==> config.mk <==
export PLATFORM = sky130hd
export DESIGN_NAME = sdg_socket_detect_global_ctrl
export DESIGN_NICKNAME = d
export VERILOG_FILES = /design/src/inc/sdg_pkg.sv /design/src/design/sdg_pin_sync.sv /design/src/design/sdg_irq_signal.sv /design/src/design/sdg_socket_detect_global_ctrl.sv
export SDC_FILE = /design/constraint.sdc
export NUM_CORES = 1
export LEC_CHECK = 0
export BUFFER_PORTS_ARGS = -buffer_cell sky130_fd_sc_hd__buf_2
export CAP_MARGIN = 10
export CORE_MARGIN = 4
export CORE_UTILIZATION = 43
export CTS_BUF_LIST = sky130_fd_sc_hd__clkbuf_16
export CTS_CLUSTER_DIAMETER = 40
export CTS_CLUSTER_SIZE = 20
export DETAILED_ROUTE_END_ITERATION = 6
export PLACE_DENSITY = 0.7
export REMOVE_ABC_BUFFERS = 1
export SYNTH_ARGS = -nofsm -noshare
export SYNTH_HDL_FRONTEND = slang
export SYNTH_SLANG_ARGS = --single-unit
==> constraint.sdc <==
create_clock -name ref_clk_i -period 2.05 [get_ports ref_clk_i]
set_clock_uncertainty 0.2 [all_clocks]
set_input_delay 0.1025 -clock ref_clk_i [delete_from_list [all_inputs] [get_ports ref_clk_i]]
set_output_delay 0.1025 -clock ref_clk_i [all_outputs]
set_load 0.01 [all_outputs]
==> src/inc/sdg_pkg.sv <==
/*
 * sdg_pkg: offsets, field positions, reset values and carrier types of the
 * socket detect / shared global control block.
 * assumes: byte-wide registers at byte offsets within one socket's space.
 */
`default_nettype none

package sdg_pkg;

    // ================
    // sizes
    // ================
    localparam int          SDG_SOCKETS        = 2;
    localparam int          SDG_ADDR_W         = 12;
    localparam int          SDG_SYNC_STAGES    = 2;
    localparam logic [1:0]  SDG_SETTLE_CYCLES  = 2'h3;

    // ================
    // register offsets (byte addresses inside a socket's space)
    // ================
    localparam logic [11:0] SDG_OFS_STATUS_CHANGE  = 12'h804;
    localparam logic [11:0] SDG_OFS_DETECT_CONTROL = 12'h816;
    localparam logic [11:0] SDG_OFS_GLOBAL_CONTROL = 12'h81e;

    // ================
    // socket_detect_control fields
    // ================
    localparam int SDG_DET_SENSE_TWO_BIT   = 7;
    localparam int SDG_DET_SENSE_ONE_BIT   = 6;
    localparam int SDG_DET_SOFT_TRIG_BIT   = 5;
    localparam int SDG_DET_WAKE_EN_BIT     = 4;
    localparam int SDG_DET_CLR_REMOVE_BIT  = 1;
    localparam logic SDG_DET_WAKE_EN_RESET    = 1'b0;
    localparam logic SDG_DET_CLR_REMOVE_RESET = 1'b0;

    // ================
    // shared_global_control fields
    // ================
    localparam int SDG_GLB_B_IRQ_BIT       = 4;
    localparam int SDG_GLB_A_IRQ_BIT       = 3;
    localparam int SDG_GLB_FLAG_CLR_BIT    = 2;
    localparam int SDG_GLB_CHG_IRQ_BIT     = 1;
    localparam int SDG_GLB_FLOAT_BIT       = 0;
    localparam logic [4:0] SDG_GLB_RESET   = 5'h00;

    // status_change_register: card-detect change flag
    localparam int SDG_CSC_DETECT_BIT      = 0;
    localparam logic SDG_CSC_RESET         = 1'b0;

    // ================
    // carriers
    // ================
    typedef struct packed {
        logic                  wr;
        logic                  rd;
        logic                  sock;
        logic [SDG_ADDR_W-1:0] addr;
        logic [7:0]            wdata;
    } sdg_bus_req_type;

    typedef struct packed {
        logic card_present_pin_one;
        logic card_present_pin_two;
        logic voltage_sense_pin_one;
        logic voltage_sense_pin_two;
    } sdg_card_pins_type;

endpackage : sdg_pkg

`default_nettype wire

==> src/design/sdg_pin_sync.sv <==
/*
 * sdg_pin_sync: two-flop synchroniser for a bundle of pin levels.
 * assumes: inputs are quasi-static levels; no bus coherency is implied.
 */
`default_nettype none

module sdg_pin_sync
    import sdg_pkg::*;
#(
    parameter int WIDTH = 1
) (
    // clock and reset
    input  wire logic             ref_clk_i,
    input  wire logic             sys_rst_i,
    // pins and their synchronised copy
    input  wire logic [WIDTH-1:0] async_i,
    output logic      [WIDTH-1:0] sync_o
);

    logic [WIDTH-1:0] meta_reg;
    logic [WIDTH-1:0] meta_next;
    logic [WIDTH-1:0] stable_reg;
    logic [WIDTH-1:0] stable_next;

    // the first stage feeds only the second stage
    always_comb begin
        meta_next   = async_i;
        stable_next = meta_reg;
    end

    always_ff @(posedge ref_clk_i) begin
        if (sys_rst_i) begin
            meta_reg   <= '0;
            stable_reg <= '0;
        end else begin
            meta_reg   <= meta_next;
            stable_reg <= stable_next;
        end
    end

    assign sync_o = stable_reg;

endmodule : sdg_pin_sync

`default_nettype wire

==> src/design/sdg_irq_signal.sv <==
/*
 * sdg_irq_signal: edge or level host interrupt signalling per channel.
 * assumes: cond_i is a level on the same clock; mode 0 edge, 1 level.
 */
`default_nettype none

module sdg_irq_signal
    import sdg_pkg::*;
#(
    parameter int WIDTH = 1
) (
    // clock and reset
    input  wire logic             ref_clk_i,
    input  wire logic             sys_rst_i,
    // condition and mode
    input  wire logic [WIDTH-1:0] cond_i,
    input  wire logic [WIDTH-1:0] level_mode_i,
    // host interrupt
    output logic      [WIDTH-1:0] irq_o
);

    logic [WIDTH-1:0] prev_reg;
    logic [WIDTH-1:0] prev_next;
    logic [WIDTH-1:0] irq_reg;
    logic [WIDTH-1:0] irq_next;

    // edge mode gives one pulse per rising condition, level mode follows it
    always_comb begin
        prev_next = cond_i;
        irq_next  = (level_mode_i & cond_i) | (~level_mode_i & cond_i & ~prev_reg);
    end

    always_ff @(posedge ref_clk_i) begin
        if (sys_rst_i) begin
            prev_reg <= '0;
            irq_reg  <= '0;
        end else begin
            prev_reg <= prev_next;
            irq_reg  <= irq_next;
        end
    end

    assign irq_o = irq_reg;

endmodule : sdg_irq_signal

`default_nettype wire

==> src/design/sdg_socket_detect_global_ctrl.sv <==
/*
 * sdg_socket_detect_global_ctrl: per-socket detect/control registers, the
 * shared global control register and the card-detect change flag of two
 * card sockets, with wake, removal reset, float control and host interrupts.
 * assumes: host byte accesses are one-cycle strobes on ref_clk_i; card pins
 * are asynchronous; the detect-change interrupt enable comes from the
 * neighbouring status-change interrupt configuration register.
 */
// Summary of operation
// - bit 7 of detect control reads the live second voltage-sense pin level
// - bit 6 of detect control reads the live first voltage-sense pin level
// - writing 1 to bit 5 with change enable set raises a detect change
// - writing 1 to bit 5 with change enable clear does nothing at all
// - bit 5 always reads back as zero
// - with wake enable set, any card-detect pin change pulls ring wake low
// - ring wake stays low until the detect change flag is cleared
// - wake enable clear disables wake signalling; it resets to zero
// - clear-on-removal set resets socket registers when the card leaves
// - detect control bits 3, 2 and 0 read as zero
// - one global register, shared, visible at both sockets' offset
// - global bit 4 selects edge or level for socket B card interrupts
// - global bit 3 selects edge or level for socket A card interrupts
// - global bit 2 picks clear-on-read or write-one-to-clear for flags
// - global bit 1 selects edge or level for status change interrupts
// - global bit 0 floats card outputs except during an active card cycle
// - interrupts are still accepted while card outputs float
// - global bits 7 to 5 read zero; writable bits reset to zero
`default_nettype none

module sdg_socket_detect_global_ctrl
    import sdg_pkg::*;
(
    // clock and reset
    input  wire logic                               ref_clk_i,
    input  wire logic                               sys_rst_i,
    // host register access
    input  wire sdg_bus_req_type                    bus_req_i,
    output logic              [7:0]                 rd_data_o,
    output logic                                    rd_valid_o,
    // card pins, one set per socket (asynchronous)
    input  wire sdg_card_pins_type [SDG_SOCKETS-1:0] card_pins_i,
    input  wire logic         [SDG_SOCKETS-1:0]     card_irq_i,
    // neighbouring logic on the same clock
    input  wire logic         [SDG_SOCKETS-1:0]     detect_change_irq_enable_i,
    input  wire logic         [SDG_SOCKETS-1:0]     card_cycle_active_i,
    // outputs
    output logic                                    ring_wake_output_n_o,
    output logic              [SDG_SOCKETS-1:0]     card_out_en_o,
    output logic              [SDG_SOCKETS-1:0]     csc_irq_o,
    output logic              [SDG_SOCKETS-1:0]     card_irq_o,
    output logic              [SDG_SOCKETS-1:0]     card_regs_reset_o
);

    // ================
    // pin synchronisation
    // ================
    localparam int PIN_W = SDG_SOCKETS * 5;

    sdg_card_pins_type [SDG_SOCKETS-1:0] pins_sync;
    logic              [SDG_SOCKETS-1:0] card_irq_sync;

    sdg_pin_sync #(
        .WIDTH (PIN_W)
    ) u_pin_sync (
        .ref_clk_i (ref_clk_i),
        .sys_rst_i (sys_rst_i),
        .async_i   ({card_irq_i, card_pins_i}),
        .sync_o    ({card_irq_sync, pins_sync})
    );

    // ================
    // shared global control
    // ================
    logic [4:0] global_reg;
    logic [4:0] global_next;
    logic [1:0] settle_reg;
    logic [1:0] settle_next;
    logic       settled;
    logic       wr_global;
    logic       flag_clear_method;
    logic       card_output_float_mode;

    // one register for both sockets: the socket select is ignored here
    assign wr_global = bus_req_i.wr && (bus_req_i.addr == SDG_OFS_GLOBAL_CONTROL);
    assign flag_clear_method      = global_reg[SDG_GLB_FLAG_CLR_BIT];
    assign card_output_float_mode = global_reg[SDG_GLB_FLOAT_BIT];
    assign settled                = (settle_reg == SDG_SETTLE_CYCLES);

    // the settle count masks detect edges until the synchroniser holds real levels
    always_comb begin
        global_next = global_reg;
        if (wr_global) begin
            global_next = bus_req_i.wdata[4:0];
        end
        settle_next = settled ? settle_reg : settle_reg + 2'h1;
    end

    always_ff @(posedge ref_clk_i) begin
        if (sys_rst_i) begin
            global_reg <= SDG_GLB_RESET;
            settle_reg <= 2'h0;
        end else begin
            global_reg <= global_next;
            settle_reg <= settle_next;
        end
    end

    // ================
    // per-socket detect, flag, wake and output float logic
    // ================
    logic [SDG_SOCKETS-1:0] wake_en_reg;
    logic [SDG_SOCKETS-1:0] wake_en_next;
    logic [SDG_SOCKETS-1:0] clr_remove_reg;
    logic [SDG_SOCKETS-1:0] clr_remove_next;
    logic [SDG_SOCKETS-1:0] csc_flag_reg;
    logic [SDG_SOCKETS-1:0] csc_flag_next;
    logic [SDG_SOCKETS-1:0] wake_reg;
    logic [SDG_SOCKETS-1:0] wake_next;
    logic [SDG_SOCKETS-1:0] regs_reset_reg;
    logic [SDG_SOCKETS-1:0] regs_reset_next;
    logic [SDG_SOCKETS-1:0] out_en_reg;
    logic [SDG_SOCKETS-1:0] out_en_next;
    logic [1:0]             cd_prev_reg  [SDG_SOCKETS];
    logic [1:0]             cd_prev_next [SDG_SOCKETS];

    genvar s;
    generate
        for (s = 0; s < SDG_SOCKETS; s++) begin : g_sock
            logic       sel;
            logic       wr_detect;
            logic       wr_csc;
            logic       rd_csc;
            logic [1:0] cd_now;
            logic       cd_change;
            logic       removal;
            logic       soft_set;
            logic       flag_set;
            logic       flag_clear;

            assign sel       = (bus_req_i.sock == 1'(s));
            assign wr_detect = bus_req_i.wr && sel && (bus_req_i.addr == SDG_OFS_DETECT_CONTROL);
            assign wr_csc    = bus_req_i.wr && sel && (bus_req_i.addr == SDG_OFS_STATUS_CHANGE);
            assign rd_csc    = bus_req_i.rd && sel && (bus_req_i.addr == SDG_OFS_STATUS_CHANGE);
            assign cd_now    = {pins_sync[s].card_present_pin_two,
                                pins_sync[s].card_present_pin_one};
            // pins are active low: a card sits when both read low
            assign cd_change = settled && (cd_now != cd_prev_reg[s]);
            assign removal   = settled && (cd_prev_reg[s] == 2'h0) && (cd_now != 2'h0);
            // a software trigger without the change enable is simply dropped
            assign soft_set  = wr_detect && bus_req_i.wdata[SDG_DET_SOFT_TRIG_BIT]
                               && detect_change_irq_enable_i[s];
            assign flag_set  = soft_set || (cd_change && detect_change_irq_enable_i[s]);
            assign flag_clear = flag_clear_method
                                ? (wr_csc && bus_req_i.wdata[SDG_CSC_DETECT_BIT])
                                : rd_csc;

            // control bits, change flag and wake latch; flag and wake set beats clear, removal reset beats a control write
            always_comb begin
                wake_en_next[s]    = wake_en_reg[s];
                clr_remove_next[s] = clr_remove_reg[s];
                if (wr_detect) begin
                    wake_en_next[s]    = bus_req_i.wdata[SDG_DET_WAKE_EN_BIT];
                    clr_remove_next[s] = bus_req_i.wdata[SDG_DET_CLR_REMOVE_BIT];
                end
                if (removal && clr_remove_reg[s]) begin
                    wake_en_next[s]    = SDG_DET_WAKE_EN_RESET;
                    clr_remove_next[s] = SDG_DET_CLR_REMOVE_RESET;
                end
                regs_reset_next[s] = removal && clr_remove_reg[s];
                csc_flag_next[s]   = flag_set ? 1'b1
                                   : (flag_clear ? 1'b0 : csc_flag_reg[s]);
                // only a real pin change wakes, never the software trigger
                if (cd_change && wake_en_reg[s]) begin
                    wake_next[s] = 1'b1;
                end else if (flag_clear) begin
                    wake_next[s] = 1'b0;
                end else begin
                    wake_next[s] = wake_reg[s];
                end
                cd_prev_next[s] = cd_now;
                // outputs float in power-down unless a card cycle is running
                out_en_next[s]  = !card_output_float_mode || card_cycle_active_i[s];
            end

            always_ff @(posedge ref_clk_i) begin
                if (sys_rst_i) begin
                    wake_en_reg[s]    <= SDG_DET_WAKE_EN_RESET;
                    clr_remove_reg[s] <= SDG_DET_CLR_REMOVE_RESET;
                    csc_flag_reg[s]   <= SDG_CSC_RESET;
                    wake_reg[s]       <= 1'b0;
                    regs_reset_reg[s] <= 1'b0;
                    out_en_reg[s]     <= 1'b1;
                    cd_prev_reg[s]    <= 2'h0;
                end else begin
                    wake_en_reg[s]    <= wake_en_next[s];
                    clr_remove_reg[s] <= clr_remove_next[s];
                    csc_flag_reg[s]   <= csc_flag_next[s];
                    wake_reg[s]       <= wake_next[s];
                    regs_reset_reg[s] <= regs_reset_next[s];
                    out_en_reg[s]     <= out_en_next[s];
                    cd_prev_reg[s]    <= cd_prev_next[s];
                end
            end
        end
    endgenerate

    // ================
    // ring wake pin, shared by both sockets
    // ================
    logic ring_wake_n_reg;
    logic ring_wake_n_next;

    always_comb begin
        ring_wake_n_next = ~(|wake_reg);
    end

    always_ff @(posedge ref_clk_i) begin
        if (sys_rst_i) begin
            ring_wake_n_reg <= 1'b1;
        end else begin
            ring_wake_n_reg <= ring_wake_n_next;
        end
    end

    // ================
    // host interrupts: never gated by power-down
    // ================
    sdg_irq_signal #(
        .WIDTH (SDG_SOCKETS)
    ) u_csc_irq (
        .ref_clk_i    (ref_clk_i),
        .sys_rst_i    (sys_rst_i),
        .cond_i       (csc_flag_reg),
        .level_mode_i ({SDG_SOCKETS{global_reg[SDG_GLB_CHG_IRQ_BIT]}}),
        .irq_o        (csc_irq_o)
    );

    sdg_irq_signal #(
        .WIDTH (SDG_SOCKETS)
    ) u_card_irq (
        .ref_clk_i    (ref_clk_i),
        .sys_rst_i    (sys_rst_i),
        .cond_i       (card_irq_sync),
        .level_mode_i ({global_reg[SDG_GLB_B_IRQ_BIT], global_reg[SDG_GLB_A_IRQ_BIT]}),
        .irq_o        (card_irq_o)
    );

    // ================
    // read path: registered, one cycle after the strobe
    // ================
    logic [7:0] rd_data_reg;
    logic [7:0] rd_data_next;
    logic       rd_valid_reg;
    logic       rd_valid_next;

    // unmapped offsets answer zero so software never sees stale data
    always_comb begin
        rd_data_next  = 8'h00;
        rd_valid_next = bus_req_i.rd;
        if (bus_req_i.rd) begin
            case (bus_req_i.addr)
                SDG_OFS_DETECT_CONTROL: begin
                    rd_data_next[SDG_DET_SENSE_TWO_BIT] =
                        pins_sync[bus_req_i.sock].voltage_sense_pin_two;
                    rd_data_next[SDG_DET_SENSE_ONE_BIT] =
                        pins_sync[bus_req_i.sock].voltage_sense_pin_one;
                    rd_data_next[SDG_DET_SOFT_TRIG_BIT] = 1'b0;
                    rd_data_next[SDG_DET_WAKE_EN_BIT]    = wake_en_reg[bus_req_i.sock];
                    rd_data_next[SDG_DET_CLR_REMOVE_BIT] = clr_remove_reg[bus_req_i.sock];
                end
                SDG_OFS_GLOBAL_CONTROL: begin
                    rd_data_next = {3'h0, global_reg};
                end
                SDG_OFS_STATUS_CHANGE: begin
                    rd_data_next[SDG_CSC_DETECT_BIT] = csc_flag_reg[bus_req_i.sock];
                end
                default: begin
                    rd_data_next = 8'h00;
                end
            endcase
        end
    end

    always_ff @(posedge ref_clk_i) begin
        if (sys_rst_i) begin
            rd_data_reg  <= 8'h00;
            rd_valid_reg <= 1'b0;
        end else begin
            rd_data_reg  <= rd_data_next;
            rd_valid_reg <= rd_valid_next;
        end
    end

    // ================
    // output drive
    // ================
    assign rd_data_o            = rd_data_reg;
    assign rd_valid_o           = rd_valid_reg;
    assign ring_wake_output_n_o = ring_wake_n_reg;
    assign card_out_en_o        = out_en_reg;
    assign card_regs_reset_o    = regs_reset_reg;

endmodule : sdg_socket_detect_global_ctrl

`default_nettype wire

==> Yosys cells after proc, flatten, opt, wreduce, memory -nomap -nowiden <==
Memories as Yosys holds them, arrays and structs flattened.
Index checks and enable logic that the tools add are counted.
Widths: inputs -> output; s select.
{ "op_classes": {"n_addsub": 1, "magnitude_cmp": 1, "n_eq_ne": 6, "mux": 24, "bitwise_logic": 18, "n_reduce_logical": 47} }
{ "op_table": {"columns": ["cell", "count"], "rows": [
  ["$eq 12x12->1 const B", 3],
  ["$logic_and 1x1->1", 29],
  ["$mux 1", 17],
  ["$and 2x2->2", 6],
  ["$reduce_bool 2->1", 6],
  ["$mux 2", 4],
  ["$not 2->2", 4],
  ["$pmux 4 s2", 1],
  ["$reduce_or 2->1", 4],
  ["$logic_not 2->1", 2],
  ["$logic_or 1x1->1", 4],
  ["$ne 2x2->1", 2],
  ["$not 1->1", 4],
  ["$or 2x2->2", 2],
  ["$pmux 1 s2", 2],
  ["$reduce_or 3->1", 1],
  ["$add 2x1->2 const B", 1],
  ["$eq 2x2->1 const B", 1],
  ["$lt 1x2->1 const B", 1],
  ["$or 1x1->1", 2],
  ["$logic_not 1->1", 1]
]} }
{ "word_totals": {"regBits": 57, "ramBits": 4, "inputBits": 39, "wordCells": 122, "mem_count": 1} }
{ "mem_list": {"columns": ["name", "words", "width", "read_ports", "rd_ports_with_merged_regs", "wr", "line_no", "text"], "rows": [
  ["cd_prev_reg", 2, 2, 2, 0, 2, "sdg_socket_detect_global_ctrl.sv:123", "logic [1:0] cd_prev_reg [SDG_SOCKETS];"]
]} }

==> Logic depth before layout (Yosys ltp) <==
{ "depth": {"word_depth": 7, "mapped_depth": 5, "depth_no_buf": 4} }

==> Modules after synthesis <==
From an unflattened synthesis, not the netlist that was laid out.
{ "unflattened": {"cells_unflattened": 193, "hier_area_um2": 2204.6} }
{ "modules_own_cells": {"columns": ["module", "instances", "cells_each", "area_per_inst_um2", "seq_area_each_um2"], "rows": [
  ["sdg_socket_detect_global_ctrl", 1, 131, 1351.3, 640.6],
  ["sdg_pin_sync", 1, 42, 618.1, 400.4],
  ["sdg_irq_signal", 2, 10, 117.6, 80.1]
]} }

==> Worst setup path before layout <==
OpenSTA, ideal clock, no wires.
{ "synth_path": {"path_type": "input to register", "start": "input bus_req_i[15] (netlist name)", "end": "register rd_data_reg[1], in the netlist rd_data_o[1]", "setup_time_ps": 70, "arrival_ps": 1673, "path_slack_ps": 106, "stages": 4, "path_buffers": 0, "cell_sequence": "or4_4 > or4_4 > or3_4 > o2bb2ai_1"} }
{ "synth_between": {"elab_chain_len": 2} }
{ "synth_rtl": {"columns": ["item", "line_no", "text"], "rows": [
  ["from (decl)", "sdg_socket_detect_global_ctrl.sv:37", "input wire sdg_bus_req_type bus_req_i,"],
  ["$eq 12x12->1", "sdg_socket_detect_global_ctrl.sv:261", "case (bus_req_i.addr)"],
  ["$pmux 1 s2 (*)", "sdg_socket_detect_global_ctrl.sv:261", null],
  ["to (signal assigned)", "sdg_socket_detect_global_ctrl.sv:289", "rd_data_reg <= rd_data_next;"],
  ["to (decl)", "sdg_socket_detect_global_ctrl.sv:251", "logic [7:0] rd_data_reg;"]
]} }
Mark *: on every way between the ends. The rest lies on a longest branch, timed or not.
A chain may end at the register's enable or synchronous reset.

==> Final worst setup path <==
{ "layout_path": {"start": "input bus_req_i[15] (netlist name)", "end": "register csc_flag_reg[1]"} }
{ "layout_between": {"elab_chain_len": 6} }
{ "layout_rtl": {"columns": ["item", "line_no", "text"], "rows": [
  ["$eq 12x12->1", "sdg_socket_detect_global_ctrl.sv:141", "assign wr_detect = bus_req_i.wr && sel && (bus_req_i.addr == SDG_OFS_DETECT_CONTROL);"],
  ["$logic_and 1x1->1", "sdg_socket_detect_global_ctrl.sv:141", null],
  ["$logic_and 1x1->1", "sdg_socket_detect_global_ctrl.sv:150", "assign soft_set = wr_detect && bus_req_i.wdata[SDG_DET_SOFT_TRIG_BIT]"],
  ["$logic_and 1x1->1", "sdg_socket_detect_global_ctrl.sv:151", "&& detect_change_irq_enable_i[s];"],
  ["$logic_or 1x1->1", "sdg_socket_detect_global_ctrl.sv:152", "assign flag_set = soft_set || (cd_change && detect_change_irq_enable_i[s]);"],
  ["$mux 1 or $reduce_bool 2->1 (tied branches)", null, null],
  ["to (signal, indexed assignment)", "sdg_socket_detect_global_ctrl.sv:197", "csc_flag_reg[s] <= csc_flag_next[s];"],
  ["to (decl)", "sdg_socket_detect_global_ctrl.sv:115", "logic [SDG_SOCKETS-1:0] csc_flag_reg;"]
]} }
Several ways; a longest one is shown, not always the timed one.

==> run_results.csv <==
group,metric,value,unit
cts,htree_levels,3,
timing,headroom_to_the_max_slew_limit,66.7,%
power,p_int,2.09,mW
power,seq_power_share,46.2,%
place,buffer_ports.inserted,53,
critical_path,worstRegToRegCells,5,
drt,remaining_drc_errors,0,
synthesis,async_sr_flop_fraction,0,%
drt,sum_of_routed_wire_length_over_all_layers,4310,microns
drt,route.antenna.remaining_nets,0,
critical_path,timing_worst_setup_path_type,"in -> reg",
critical_path,worstSetupStartpoint,"bus_req_i[15]",
synthesis,post-synth-top-count-cell,"sky130_fd_sc_hd__dfxtp_1",
grt,grt_pass1_vias,1667,
synthesis,synthesis.area_per_instance,10.6,sq um
cts,numCtsBuffers,9,
run_status,status,"complete, no violations",
synthesis,post_synth_inst_count,197,
power,finalPower,2.64,mW
synthesis,yosys-top-cells-area,"sky130_fd_sc_hd__dfxtp_1 57%, sky130_fd_sc_hd__nor2b_1 8.4%, sky130_fd_sc_hd__mux2i_1 7.2%",
critical_path,reg_to_reg_critical_path_endpoint,"csc_flag_reg[1]",
synthesis,yosys_most_used_dff,"sky130_fd_sc_hd__dfxtp_1",
cells_and_area,diodes,0,
cells_and_area,fillers,393,
cts,tritoncts,"done",
min_path,min_path_cells,3,
run,number_of_maximum_capacitance_violations,0,
power,switchingPower,0.550,mW
timing,hold_ws,0.0185,ns
place,dp.final_hpwl,2890,microns
power,irDropWorstVdd,0.702,mV
critical_path,critPathRequiredTime,2.09,ns
grt,grtUsageTotal,15.7,%
place,gp_routability_congestion,0.844,
grt,wire_length_of_the_first_global_routing_pass,7220,microns
cts,cts_num_sinks,60,
critical_path,setup.reg_to_reg.worst_slack,0.09,ns
grt,grt_max_degree,42,
power,p_per_area,890,nW/um^2
grt,antenna_violations_before_repair,0,
timing,fmax,0.499,GHz
cells_and_area,area.growth.synth_to_final,41.6,%
timing,final-max-slew-violation-count,0,
timing,max_slew.worst_pin.slew,0.495,ns
drt,route.vias.total,1674,
min_path,min-delay-start,"sys_rst_i",
power,power.share.clock,47.3,%
cells_and_area,layout.nets,326,
synthesis,post_synth_instance_area,2090,sq um
synthesis,ys_seq_area_share,57.5,%
drt,detail_route.wl_per_cell,12.1,microns
floorplan,horizontal_extent_of_the_die,77.7,microns
synthesis,yosys.cell_types.count,38,
cells_and_area,regArea,1200,sq um
timing,final.min_clock_period,2.00,ns
cts,worstSkewPairLatency,0.32,ns
timing,hold_fails_final_rpt,0,
drt,first_iter_violations,86,
drt,detail_route.first_pass.iterations,4,
cells_and_area,final_cells,357,
floorplan,chipHeight,77.7,microns
synthesis,synth_top_area_share,57.5,%
cells_and_area,multi_input_comb_area,833,sq um
grt,overflow,0,
synthesis,post_synth_top_area_cell,"sky130_fd_sc_hd__dfxtp_1",
synthesis,yosysWarnings,0,
drt,detail_route.vias_per_cell,4.69,
cells_and_area,layout.cell_area.non_filler,2960,sq um
timing,finalCritPeriodShare,97.8,%
min_path,min-delay-path-class,"in -> reg",
synthesis,yosys-top-cells-count,"60 x sky130_fd_sc_hd__dfxtp_1, 28 x sky130_fd_sc_hd__nor2b_1, 15 x sky130_fd_sc_hd__mux2i_1",
floorplan,die_area,6040,sq um
power,sw_frac_of_total,20.9,%
power,share_comb_of_total_power,6.5,%
critical_path,path_max_fanout,3,
min_path,hold_path_end,"card_out_en_o[1]",
floorplan,initial_utilization,44.3,%
place,placedInstanceArea,2460,sq um
synthesis,yosys_register_bits,60,
critical_path,crit-reg2reg-launch,"settle_reg[0]",
floorplan,num_io_pins,57,
place,post-place-cells,317,
critical_path,endpoint_kind,"flip-flop",
cells_and_area,drive_gt1_share,27.6,%
critical_path,cp_data_arrival_time,2.05,ns
critical_path,setup.worst_path.start_class,"primary input",
synthesis,synth-edff-count,0,
power,static-leakage-power,1.25,nW
cts,clockBufferDepth,2,
timing,finalSetupViolations,0,
cts,clk_pin_slew,0.05,ns
floorplan,coreArea,4720,sq um
cts,cts_root_buf,"sky130_fd_sc_hd__clkbuf_16",
floorplan,placement_rows,25,
==> logic make-up after synthesis <==
kind of cell / after synthesis / synth area share (%)
XOR/XNOR: 5 / 2.09
flip-flops: 60 / 57.5
AND/OR/NAND/NOR: 83 / 23.8
other: 1 / 0.179
AO/OA/AOI/OAI: 18 / 6.04
buffers and inverters: 14 / 2.69
adder cells (fa/ha/maj): 1 / 0.598
multiplexers: 15 / 7.18
==> layout by cell type, fill, tap and decap left out, types with 8 or more instances in the layout <==
cell type / netlist / routed
sky130_fd_sc_hd__buf_2: 0 / 53
sky130_fd_sc_hd__buf_4: 1 / 8
sky130_fd_sc_hd__clkbuf_16: 0 / 9
sky130_fd_sc_hd__dfxtp_1: 60 / 60
sky130_fd_sc_hd__dlygate4sd3_1: 0 / 24
sky130_fd_sc_hd__inv_1: 6 / 8
sky130_fd_sc_hd__mux2i_1: 15 / 15
sky130_fd_sc_hd__nand2_1: 9 / 9
sky130_fd_sc_hd__nor2_1: 12 / 12
sky130_fd_sc_hd__nor2b_1: 28 / 28
==> repair_timing <==
action / 4_1_cts / 5_1_grt
setup buffers: 0 / 1
resized for setup: 0 / 1
hold endpoints to repair: 26 / 0
setup endpoints to repair: 0 / 1
hold buffers: 24 / 0
==> metrics by stage <==
step / setup TNS [ns] / util (%) / setup WS, ns
2_1_floorplan: 0 / - / 0.106
3_3_place_gp: -0.0588 / 52.1 / -0.0297
3_5_place_dp: -0.151 / 52.1 / -0.0531
4_1_cts: 0 / 62.5 / 0.0584
5_1_grt: -0.00482 / 62.7 / -0.00482
6_report: 0 / 62.7 / 0.0461
==> how the worst max path moves through the flow <==
stage	to	slack (ns)
after detailed placement	rd_data_o[4]	-0.05
final	csc_flag_reg[1]	0.05
after floorplan	rd_data_o[1]	0.11
after global placement	rd_data_o[4]	-0.03
after CTS	csc_flag_reg[1]	0.06
after global routing	csc_flag_reg[1]	-0.005
==> cell type report <==
type	count	share of cell area (%)
Clock buffer	9	7.61
Clock inverter	6	0.845
Inverter	7	0.888
Multi-Input combinational cell	123	28.1
Sequential cell	60	40.6
Tap cell	67	2.83
Timing Repair Buffer	85	19.1
==> worst max-delay path: stages <==
cell	delay [ns]
sky130_fd_sc_hd__buf_2	0.10
sky130_fd_sc_hd__or4_4	0.54
sky130_fd_sc_hd__buf_4	0.16
sky130_fd_sc_hd__nor4_1	0.28
sky130_fd_sc_hd__buf_4	0.17
sky130_fd_sc_hd__a32oi_1	0.05
sky130_fd_sc_hd__dlygate4sd3_1	0.58
sky130_fd_sc_hd__o21ai_0	0.07
==> power groups by stage <==
stage          Sequential [mW]  Clock [mW]  Combinational [mW]
2_1_floorplan             1.24           0              0.0647
3_3_place_gp              1.24           0               0.135
3_5_place_dp              1.24           0               0.138
4_1_cts                   1.22        1.28               0.173
5_1_grt                   1.22        1.35               0.191
6_report                  1.22        1.25               0.172
==> metal layers <==
layer  vias up  global-route usage [%]  wire length, microns
li1        850                       -                     -
met4         0                    10.1                    71
met2        61                    25.9                  2060
met3         7                    5.34                   308
met1       756                    17.0                  1860
met5         -                       0                     0
(Power assumes the default switching activity.)
